<file path="src/rtl/oinp_defs.svh">
// Notes on behaviour
// - In DIO2 a Status read clears pending, drops INTRQ within 400 ns, enters DIO3.
// - In DIO2 a Device write selecting the other device releases INTRQ, enters DIO4.
// - In DIO2 SERVICE loads the waiting tag, drops INTRQ, resumes that command.
// - In DIO2 another overlapped command drops INTRQ and starts the new command.
// - In DIO3 a Device write selecting the other device enters DIO4 quietly.
// - In DIO3 SERVICE loads the waiting tag and resumes that command.
// - In DIO3 another overlapped command starts the new command directly.
// - Deselected with REL or SERV set enters DIO4; BSY, DRQ zero, INTRQ released.
// - DIO4 select, pending, nIEN zero, REL one, SERV zero: assert INTRQ, enter DIO0.
// - DIO4 select, no pending or nIEN one, REL one, SERV zero: enter DIO1 quietly.
// - DIO4 select, pending, nIEN zero, REL one, SERV one: assert INTRQ, enter DIO2.
// - DIO4 select, no pending or nIEN one, REL one, SERV one: enter DIO3 quietly.
// - A non-data command in DI0, DI1, DIO0 or DIO1 sets BSY and pending within 400 ns, then executes.
// - Completion with nIEN zero sets errors, clears BSY, asserts INTRQ, enters DI0.
// - Completion with nIEN one sets errors, clears BSY, enters DI1 quietly.
// - In DI0 a Status read clears pending, drops INTRQ within 400 ns, enters DI1.
// - In DI0 setting nIEN to one drops INTRQ and enters DI1.
`ifndef OINP_DEFS_SVH
`define OINP_DEFS_SVH
// Register addresses on the plain port.
`define OINP_ADDR_STATUS 3'h0
`define OINP_ADDR_DEVICE 3'h1
`define OINP_ADDR_COMMAND 3'h2
`define OINP_ADDR_DEVCTL 3'h3
`define OINP_ADDR_TAG 3'h4
`define OINP_ADDR_CTRL 3'h5
// Field positions.
`define OINP_DEV_BIT 4
`define OINP_NIEN_BIT 1
`define OINP_CTRL_REL_BIT 0
`define OINP_CTRL_SERV_BIT 1
`define OINP_CTRL_ERR_BIT 2
`define OINP_STS_BSY_BIT 7
`define OINP_STS_DRQ_BIT 3
`define OINP_STS_ERR_BIT 0
// Command codes.
`define OINP_CMD_SERVICE 8'hA2
`define OINP_CMD_NONDATA 8'h00
// Timing.
`define OINP_INTRQ_NS 400
`define OINP_CLK_NS 10
`define OINP_INTRQ_CYC (`OINP_INTRQ_NS / `OINP_CLK_NS)
`define OINP_EXEC_CYC 8
`endif

</file>
<file path="src/rtl/oinp_pkg.sv">
`default_nettype none
package oinp_pkg;
  typedef enum logic [3:0] {
    OINP_DI0, OINP_DI1, OINP_DI2, OINP_DIO0, OINP_DIO1, OINP_DIO2,
    OINP_DIO3, OINP_DIO4, OINP_DND0, OINP_CMD
  } oinp_state_t;
  // Register port request.
  typedef struct packed {
    logic wr;
    logic rd;
    logic [2:0] addr;
    logic [7:0] wdata;
  } oinp_req_t;
endpackage
`default_nettype wire

</file>
<file path="src/rtl/oinp_device.sv">
`include "oinp_defs.svh"
`default_nettype none
module oinp_device #(
  parameter int EXEC_CYCLES = `OINP_EXEC_CYC,
  parameter logic DEV_ID = 1'b0
) (
  input wire logic core_clk_in,
  input wire logic resetn_in,
  input wire oinp_pkg::oinp_req_t req_in,
  output logic [7:0] rdata_out,
  output logic intrq_out,
  output logic intrq_oe_out,
  output logic [3:0] state_out,
  output logic [7:0] tag_out,
  output logic resume_out,
  output logic new_cmd_out
);
  // Edges from a strobe to the INTRQ flop: one for the state, one for the output.
  localparam int INTRQ_LAT_CYC = 2;

  // Refuse a zero execution count and counts that the eight-bit counter cannot hold.
  if (EXEC_CYCLES < 1 || EXEC_CYCLES > 255) begin : g_bad_exec
    $error("EXEC_CYCLES out of range");
  end

  // Refuse a build whose registered INTRQ path misses the response budget.
  if (INTRQ_LAT_CYC > `OINP_INTRQ_CYC) begin : g_bad_lat
    $error("INTRQ latency exceeds the response budget");
  end

  // ****************************************
  // Decode
  // ****************************************
  logic sts_rd, dev_wr, cmd_wr, dctl_wr, tag_wr, ctrl_wr, sel_other, sel_this;
  logic is_service;

  // True when a strobe is high and the request addresses the given register.
  function automatic logic reg_hit(
    input logic strobe,
    input logic [2:0] addr,
    input logic [2:0] reg_addr
  );
    return strobe && addr == reg_addr;
  endfunction

  // One-cycle register events; the strobes are never both high.
  assign sts_rd = reg_hit(req_in.rd, req_in.addr, `OINP_ADDR_STATUS);
  assign dev_wr = reg_hit(req_in.wr, req_in.addr, `OINP_ADDR_DEVICE);
  assign cmd_wr = reg_hit(req_in.wr, req_in.addr, `OINP_ADDR_COMMAND);
  assign dctl_wr = reg_hit(req_in.wr, req_in.addr, `OINP_ADDR_DEVCTL);
  assign tag_wr = reg_hit(req_in.wr, req_in.addr, `OINP_ADDR_TAG);
  assign ctrl_wr = reg_hit(req_in.wr, req_in.addr, `OINP_ADDR_CTRL);
  assign sel_this = dev_wr && req_in.wdata[`OINP_DEV_BIT] == DEV_ID;
  assign sel_other = dev_wr && req_in.wdata[`OINP_DEV_BIT] != DEV_ID;
  assign is_service = req_in.wdata == `OINP_CMD_SERVICE;

  // ****************************************
  // Flags and state
  // ****************************************
  oinp_pkg::oinp_state_t state_q;
  logic pend_q, rel_q, serv_q, nien_q, err_q, bsy_q, cfg_err_q;
  logic [7:0] wait_tag_q, cnt_q;

  // Device control and the software-visible overlap flags.
  always_ff @(posedge core_clk_in) begin
    if (!resetn_in) begin
      nien_q <= 1'b0;
      rel_q <= 1'b0;
      serv_q <= 1'b0;
      cfg_err_q <= 1'b0;
      wait_tag_q <= 8'h00;
    end else begin
      if (dctl_wr) begin
        nien_q <= req_in.wdata[`OINP_NIEN_BIT];
      end
      if (ctrl_wr) begin
        rel_q <= req_in.wdata[`OINP_CTRL_REL_BIT];
        serv_q <= req_in.wdata[`OINP_CTRL_SERV_BIT];
        cfg_err_q <= req_in.wdata[`OINP_CTRL_ERR_BIT];
      end
      if (tag_wr) begin
        wait_tag_q <= req_in.wdata;
      end
    end
  end

  // Main state walk; INTRQ is only ever derived from the flags below.
  always_ff @(posedge core_clk_in) begin
    if (!resetn_in) begin
      state_q <= oinp_pkg::OINP_DI1;
      pend_q <= 1'b0;
      bsy_q <= 1'b0;
      err_q <= 1'b0;
      cnt_q <= 8'h00;
      tag_out <= 8'h00;
      resume_out <= 1'b0;
      new_cmd_out <= 1'b0;
    end else begin
      resume_out <= 1'b0;
      new_cmd_out <= 1'b0;
      unique case (state_q)
        oinp_pkg::OINP_DI0: begin
          if (sts_rd) begin
            pend_q <= 1'b0;
            state_q <= oinp_pkg::OINP_DI1;
          end else if (dctl_wr && req_in.wdata[`OINP_NIEN_BIT]) begin
            state_q <= oinp_pkg::OINP_DI1;
          end else if (sel_other) begin
            // Leaving with an overlap flag set parks in the overlapped deselect state.
            state_q <= (rel_q || serv_q) ? oinp_pkg::OINP_DIO4 : oinp_pkg::OINP_DI2;
          end
        end
        oinp_pkg::OINP_DI1: begin
          if (sel_other) begin
            state_q <= (rel_q || serv_q) ? oinp_pkg::OINP_DIO4 : oinp_pkg::OINP_DI2;
          end
        end
        oinp_pkg::OINP_DI2: begin
          if (sel_this) begin
            state_q <= (pend_q && !nien_q) ? oinp_pkg::OINP_DI0 : oinp_pkg::OINP_DI1;
          end
        end
        oinp_pkg::OINP_DIO0, oinp_pkg::OINP_DIO1: begin
          if (sel_other) begin
            state_q <= oinp_pkg::OINP_DIO4;
          end
        end
        oinp_pkg::OINP_DIO2, oinp_pkg::OINP_DIO3: begin
          if (sts_rd && state_q == oinp_pkg::OINP_DIO2) begin
            pend_q <= 1'b0;
            state_q <= oinp_pkg::OINP_DIO3;
          end else if (sel_other) begin
            state_q <= oinp_pkg::OINP_DIO4;
          end else if (cmd_wr && is_service) begin
            pend_q <= 1'b0;
            tag_out <= wait_tag_q;
            resume_out <= 1'b1;
            state_q <= oinp_pkg::OINP_CMD;
          end else if (cmd_wr) begin
            pend_q <= 1'b0;
            new_cmd_out <= 1'b1;
            state_q <= oinp_pkg::OINP_CMD;
          end
        end
        oinp_pkg::OINP_DIO4: begin
          if (sel_this && rel_q) begin
            if (pend_q && !nien_q) begin
              state_q <= serv_q ? oinp_pkg::OINP_DIO2 : oinp_pkg::OINP_DIO0;
            end else begin
              state_q <= serv_q ? oinp_pkg::OINP_DIO3 : oinp_pkg::OINP_DIO1;
            end
          end
        end
        oinp_pkg::OINP_DND0: begin
          if (cnt_q == 8'h01) begin
            bsy_q <= 1'b0;
            err_q <= cfg_err_q;
            state_q <= nien_q ? oinp_pkg::OINP_DI1 : oinp_pkg::OINP_DI0;
          end
          cnt_q <= cnt_q - 8'h01;
        end
        oinp_pkg::OINP_CMD: begin
          state_q <= oinp_pkg::OINP_DI1;
        end
      endcase
      // A command written in DI0, DI1, DIO0 or DIO1 starts non-data execution.
      if (cmd_wr && state_q inside {oinp_pkg::OINP_DI0, oinp_pkg::OINP_DI1,
          oinp_pkg::OINP_DIO0, oinp_pkg::OINP_DIO1}) begin
        bsy_q <= 1'b1;
        pend_q <= 1'b1;
        err_q <= 1'b0;
        cnt_q <= 8'(EXEC_CYCLES);
        state_q <= oinp_pkg::OINP_DND0;
      end
    end
  end

  // ****************************************
  // Outputs
  // ****************************************
  logic intrq_d;
  assign intrq_d = pend_q && !nien_q && (state_q == oinp_pkg::OINP_DI0 ||
    state_q == oinp_pkg::OINP_DIO0 || state_q == oinp_pkg::OINP_DIO2);

  // INTRQ is driven only while selected; deselected it is released.
  always_ff @(posedge core_clk_in) begin
    if (!resetn_in) begin
      intrq_out <= 1'b0;
      intrq_oe_out <= 1'b0;
      state_out <= 4'h0;
    end else begin
      intrq_out <= intrq_d;
      intrq_oe_out <= !(state_q inside {oinp_pkg::OINP_DI2, oinp_pkg::OINP_DIO4});
      state_out <= state_q;
    end
  end

  // Read data one cycle after the strobe.
  always_ff @(posedge core_clk_in) begin
    if (!resetn_in) begin
      rdata_out <= 8'h00;
    end else if (req_in.rd) begin
      unique case (req_in.addr)
        `OINP_ADDR_STATUS: rdata_out <= {bsy_q, 6'h00, err_q};
        `OINP_ADDR_TAG: rdata_out <= wait_tag_q;
        `OINP_ADDR_CTRL: rdata_out <= {5'h00, cfg_err_q, serv_q, rel_q};
        default: rdata_out <= 8'h00;
      endcase
    end else begin
      rdata_out <= 8'h00;
    end
  end
endmodule
`default_nettype wire

</file>
<file path="config.mk">
export PLATFORM = sky130hd
export DESIGN_NAME = oinp_device
export DESIGN_NICKNAME = d
export VERILOG_FILES = /design/src/rtl/oinp_pkg.sv /design/src/rtl/oinp_device.sv
export VERILOG_INCLUDE_DIRS = /design/src /design/src/rtl
export SDC_FILE = /design/constraint.sdc
export NUM_CORES = 1
export LEC_CHECK = 0
export ABC_AREA = 1
export BUFFER_PORTS_ARGS = -buffer_cell sky130_fd_sc_hd__buf_4
export CAP_MARGIN = 20
export CORE_MARGIN = 2
export CORE_UTILIZATION = 40
export DETAILED_ROUTE_END_ITERATION = 16
export PLACE_DENSITY = 0.58
export RECOVER_POWER = 50
export SYNTH_ARGS = -nofsm -noshare
export SYNTH_HDL_FRONTEND = slang
export SYNTH_SLANG_ARGS = --single-unit
</file>
<file path="constraint.sdc">
create_clock -name core_clk_in -period 1.9 [get_ports core_clk_in]
set_input_delay 0.19 -clock core_clk_in [delete_from_list [all_inputs] [get_ports core_clk_in]]
set_output_delay 0.19 -clock core_clk_in [all_outputs]
set_load 0.05 [all_outputs]
</file>
## After elaboration in Yosys (flattened, before gate mapping)

Cells that the tools add are included.

| storage, ports and cells | value |
|---|---|
| output and inout port bits | 24 |
| register bits | 51 |
| input bits | 15 |

| cells by class | value |
|---|---|
| add/subtract/negate cells | 1 |
| reductions and logical operators | 39 |
| muxes and demuxes | 34 |
| equality and inequality tests | 29 |
| bitwise operators | 5 |

Operators with widths:

| cell | count |
|---|---|
| two-way mux 4 bit | 14 |
| case mux 4 bit (8 select lines) | 1 |
| case mux 8 bit (3 select lines) | 1 |
| equality test 4 x 3 -> 1 bit (second input constant) | 4 |
| logical AND 1 bit | 15 |
| inequality test 3 bit (second input constant) | 5 |
| two-way mux 1 bit | 13 |
| inequality test 5 bit (second input constant) | 2 |
| AND reduction 5 bit | 2 |
| two-way mux 3 bit | 3 |
| equality test 4 x 2 -> 1 bit (second input constant) | 2 |
| equality test 4 bit (second input constant) | 2 |
| equality test 8 x 1 -> 1 bit (second input constant) | 1 |
| equality test 8 bit (second input constant) | 1 |
| inequality test 2 bit (second input constant) | 4 |
| AND reduction 4 bit | 2 |
| subtractor 8 x 1 -> 8 bit (second input constant) | 1 |
| equality test 3 x 2 -> 1 bit (second input constant) | 2 |
| equality test 3 bit (second input constant) | 2 |
| inequality test 6 bit (second input constant) | 1 |
| AND reduction 2 bit | 3 |
| nonzero test 2 bit | 3 |
| OR reduction 2 bit | 3 |
| inverter 1 bit | 5 |
| other kinds (13) | 16 |

## Longest topological paths before layout

| depth | value |
|---|---|
| word-level depth | 8 |
| depth in mapped cells | 13 |

## Least setup slack after synthesis

Ideal clock, no wire load.

| timing path | value |
|---|---|
| kind | register -> register |
| start point | register state_q[1] |
| end point | register cnt_q[7] |
| stages on the path, launching flop included | 10 |
| path buffers | 1 |
| library setup time | 0.115 ns |
| path slack | 0.570 ns |
| clock period less this slack | 1.330 ns |
| arrival time | 1.215 ns |
| path through | dfxtp_1 buf_4 inv_2 nand2_1 nor2_8 nand4_4 nor2_4 nand3_2 nor2_1 nor3_2 |

| between the ends | value |
|---|---|
| cells in the longest elaborated chain, start to end | 4 |
| elaborated cells on any way between the ends | 8 |
| those cells by class | eq/ne (4); reduce/logical (4) |

Ends and longest elaborated chain:

| element | RTL line | RTL |
|---|---|---|
| start: declaration | oinp_device.sv:60 | `oinp_pkg::oinp_state_t state_q;` |
| start signal: assignment | oinp_device.sv:90 | `state_q <= oinp_pkg::OINP_DI1;` |
| start signal: assignment | oinp_device.sv:105 | `state_q <= oinp_pkg::OINP_DI1;` |
| start signal: assignment | oinp_device.sv:107 | `state_q <= oinp_pkg::OINP_DI1;` |
| equality test 4 x 1 -> 1 bit, or another cell as far along | oinp_device.sv:167 | `if (cmd_wr && state_q inside {oinp_pkg::OINP_DI0, oinp_pkg::OINP_DI1,` |
| nonzero test 4 bit | oinp_device.sv:167 |  |
| logical AND 1 bit | oinp_device.sv:167 |  |
| OR reduction 2 bit (no source line) | - |  |
| end signal: assignment | oinp_device.sv:160 | `cnt_q <= cnt_q - 8'h01;` |
| end signal: assignment | oinp_device.sv:172 | `cnt_q <= 8'(EXEC_CYCLES);` |
| end: declaration | oinp_device.sv:62 | `logic [7:0] wait_tag_q, cnt_q;` |

Parallel ways exist; a longest one is shown, timed or not.
A chain may end at the register's enable or synchronous reset.

## Final worst setup path

| timing path | value |
|---|---|
| start point | register state_q[1] |
| end point | register state_q[0] |

| between the ends | value |
|---|---|
| cells in the longest elaborated chain, start to end | 5 |
| elaborated cells on any way between the ends | 24 |
| those cells by class | eq/ne (14); mux (3); reduce/logical (7) |

Ends and longest elaborated chain:

| element | RTL line |
|---|---|
| equality test 4 x 1 -> 1 bit, or another cell as far along | oinp_device.sv:101, oinp_device.sv:167 |
| nonzero test 4 bit or logical AND 1 bit (tied branches) | oinp_device.sv:167, oinp_device.sv:129 |
| logical AND 1 bit or two-way mux 4 bit (tied branches) | oinp_device.sv:167, oinp_device.sv:129 |
| inequality test 6 bit (no source line), or another cell as far along | - |
| AND reduction 5 bit (no source line) or two-way mux 4 bit (tied branches) | - |

Parallel ways exist; a longest one is shown, timed or not.

==> impl_metrics.yaml <==
critical_path:
  reg2reg_to: "state_q[0]"
  cpMaxStageDelayCell: "dfxtp_1"
  cpPeakStageDelay_ns: 0.52
  startpoint_type: "flop"
  critPathKind: "flop to flop"
  setup.worst_path.end_class: "flop"
  crit_chain: "inv_2 -> nand2_1 -> nor2_8 -> o21ai_2 -> nand2_1 -> nor2_2 -> nand2_4 -> nand3_1 -> nand2_1 -> inv_1 -> nand2_1"
  crit_required_ns: 2.12
  r2r_slack_ns: 0.27
  critical_path.max_fanout: 9
  reg2reg_depth: 11
  crit_top_cell: "nand2_1"
  cp.arrival_ns: 1.85
  r2r-start: "state_q[1]"
power:
  power.leakage_uw: 0.00122
  power_uw: 2870
  power_density_nw_per_um2: 999
  ir_drop_mv: 0.473
clock_network:
  cts_num_sinks: 51
  clkLatencyLatePin_ns: 0.32
  cts_tree: "yes"
  cts_resized: 0
  htree_levels: 2
  cts_made_buffers: 5
  post-cts-setup-buffers: 0
  clk_pin_slew_ns: 0.10
  cts-root-buf: "clkbuf_8"
  postCtsHoldBufs: 0
  clockBufferDepth: 2
yosys:
  synth_top_area_share_pct: 40.7
  synth_area_leaders: "dfxtp_1 41%, nand2_1 14%, a21oi_1 6.8%"
  synth_area_um2: 2510
  syn-num-nets: 366
  synth_seq_cells: 51
  syn_inst: 348
  synth_area_per_cell_um2: 7.21
  ys_types: 36
  synth_warnings: 0
  synth_area_leader_cell: "dfxtp_1"
  ys_seq_area_share_pct: 40.7
drt:
  drc: 0
  wl_per_cell_um: 12.5
  vias: 2209
  final_antenna_net_count: 0
  wl_um: 5810
  dr.pass1.iters: 4
  dr.first_iter.drc_count: 125
  vias_per_cell: 4.76
worst_hold_path:
  hold_path.class: "input pin to flop"
  min_to: "rdata_out[0]"
  hold_start: "req_in[11]"
  whs_path_depth: 3
die:
  io_pins: 39
  die_w_um: 83.2
  die_area_um2: 6920
  core_um2: 5990
  initial_utilization_pct: 41.9
  die_h_um: 83.2
  fp-row-count: 28
cells_and_area:
  fin_nets: 406
  area_growth_pct: 14.5
  diodes: 0
  fillers: 629
  drive_above_1_share_pct: 15.7
sta:
  finalHoldViolCount: 0
  period_share_pct: 85.9
  rsz0062_at_grt: "false"
  finalSetupTns_ns: 0
  slew-limit-headroom_pct: 34.9
  setup_viol: 0
  finalHoldWorstSlack_ns: 0.117
  slew_viol_final: 0
  tightest_slew_ns: 0.976
  fmax_mhz: 613
  fin_crit_ns: 1.63
  setup_ws_ns: 0.268
  clock_skew_ns: 0.00542
run_status:
  status: "complete, no violations"
placed_design:
  routabilityCongestion: 0.897
  hpwl_um: 4500
  preCtsSetupSlack_ns: 0.320
  portBuffers: 38
grt:
  antenna_found_initial: 0
  grt_pass1_vias: 2123
  grt_max_degree: 21
  grt_pass1_wl_um: 9760
  grt_overflow: 0
  grt.total_usage_pct: 17.3
job:
  maxCapViolations: 0
-- cells in the final DEF, fill, tap and decap left out, drive strengths merged, types with 7 or more instances in the layout --
master and instances:
nand3 24, buf 17, nand2 99, o21ai 19
dfxtp 51, a21oi 35, inv 52, clkbuf 27
nor3 7, nor2 36
-- kinds of logic (layout without fill, tap and decap cells) --
| logic type | count (synthesis) | after routing | synth area share (%) |
|---|---|---|---|
| and+or+nand+nor | 177 | 177 | 36.3 |
| AOI/OAI and AO/OA | 59 | 59 | 12.6 |
| adders and majority gates | 3 | 3 | 1.50 |
| buffers and inverters | 58 | 99 | 8.93 |
| DFF | 51 | 51 | 40.7 |
-- metrics by stage --
step	instances	area [µm²]	util (%)
3_3_place_gp	456	2870	47.8
3_5_place_dp	456	2870	47.8
6_report	464	2870	48.0
4_1_cts	464	2960	49.5
2_1_floorplan	348	2510	-
5_1_grt	464	2870	48.0
-- flip-flops by register name, summed over array words and instances, names as in the netlist --
register      count
bsy_q             1
cfg_err_q         1
cnt_q             8
err_q             1
intrq_oe_out      1
intrq_out         1
new_cmd_out       1
nien_q            1
pend_q            1
rdata_out         8
rel_q             1
resume_out        1
serv_q            1
state_out         4
state_q           4
tag_out           8
wait_tag_q        8
-- critical path: cells and delay by family, from the launching register on --
kind                   cells  cell delay (ns)
AND/OR/NAND/NOR            8             0.75
flip-flops                 1             0.52
buffers and inverters      2             0.18
AO/OA/AOI/OAI              1             0.06
-- final cells by class --
type,instances,area [µm²],area share (%)
inverter,52,195,6.79
tap,75,93.8,3.27
clock inverter,3,27.5,0.958
timing repair buffer,39,210,7.32
multi-input combinational,239,1260,43.7
sequential,51,1020,35.5
clock buffer,5,68.8,2.40
-- worst max-delay path by stage --
stage / cells after the start / slack, ns / startpoint / end
2_1_floorplan: 9 / 0.57 / state_q[1] / cnt_q[7]
3_3_place_gp: 9 / 0.35 / state_q[1] / state_q[1]
3_5_place_dp: 9 / 0.32 / state_q[1] / state_q[1]
4_1_cts: 11 / 0.29 / state_q[1] / state_q[3]
5_1_grt: 10 / 0.09 / state_q[1] / err_q
6_report: 11 / 0.27 / state_q[1] / state_q[0]
-- routing by layer --
layer / global-route usage, % / vias to the layer above / wire [µm]
met3: 3.38 / 7 / 214
met5: 0 / - / 0
met1: 23.3 / 970 / 2890
met2: 28.2 / 48 / 2640
li1: - / 1184 / -
met4: 4.77 / 0 / 63
-- synthesized netlist by cell type, drive strengths merged --
library cell  number
clkbuf             3
a31oi              1
or2                2
nand3             24
nand2             99
o211ai             2
nand4              5
clkinv             2
o221ai             1
o21ai             19
a21o               1
nor4               1
a21oi             35
nand3b             3
inv               50
dfxtp             51
nor2              36
nor3               7
ha                 3
buf                3
-- power by group --
| part | switching, µW | total, µW | leakage [µW] | internal, µW |
|---|---|---|---|---|
| sequential | 75.7 | 1220 | 0.000414 | 1140 |
| combinational | 662 | 971 | 0.000758 | 309 |
| clock | 411 | 685 | 0.0000467 | 274 |
| total | 1150 | 2870 | 0.00122 | 1720 |
(Power assumes the default switching activity.)
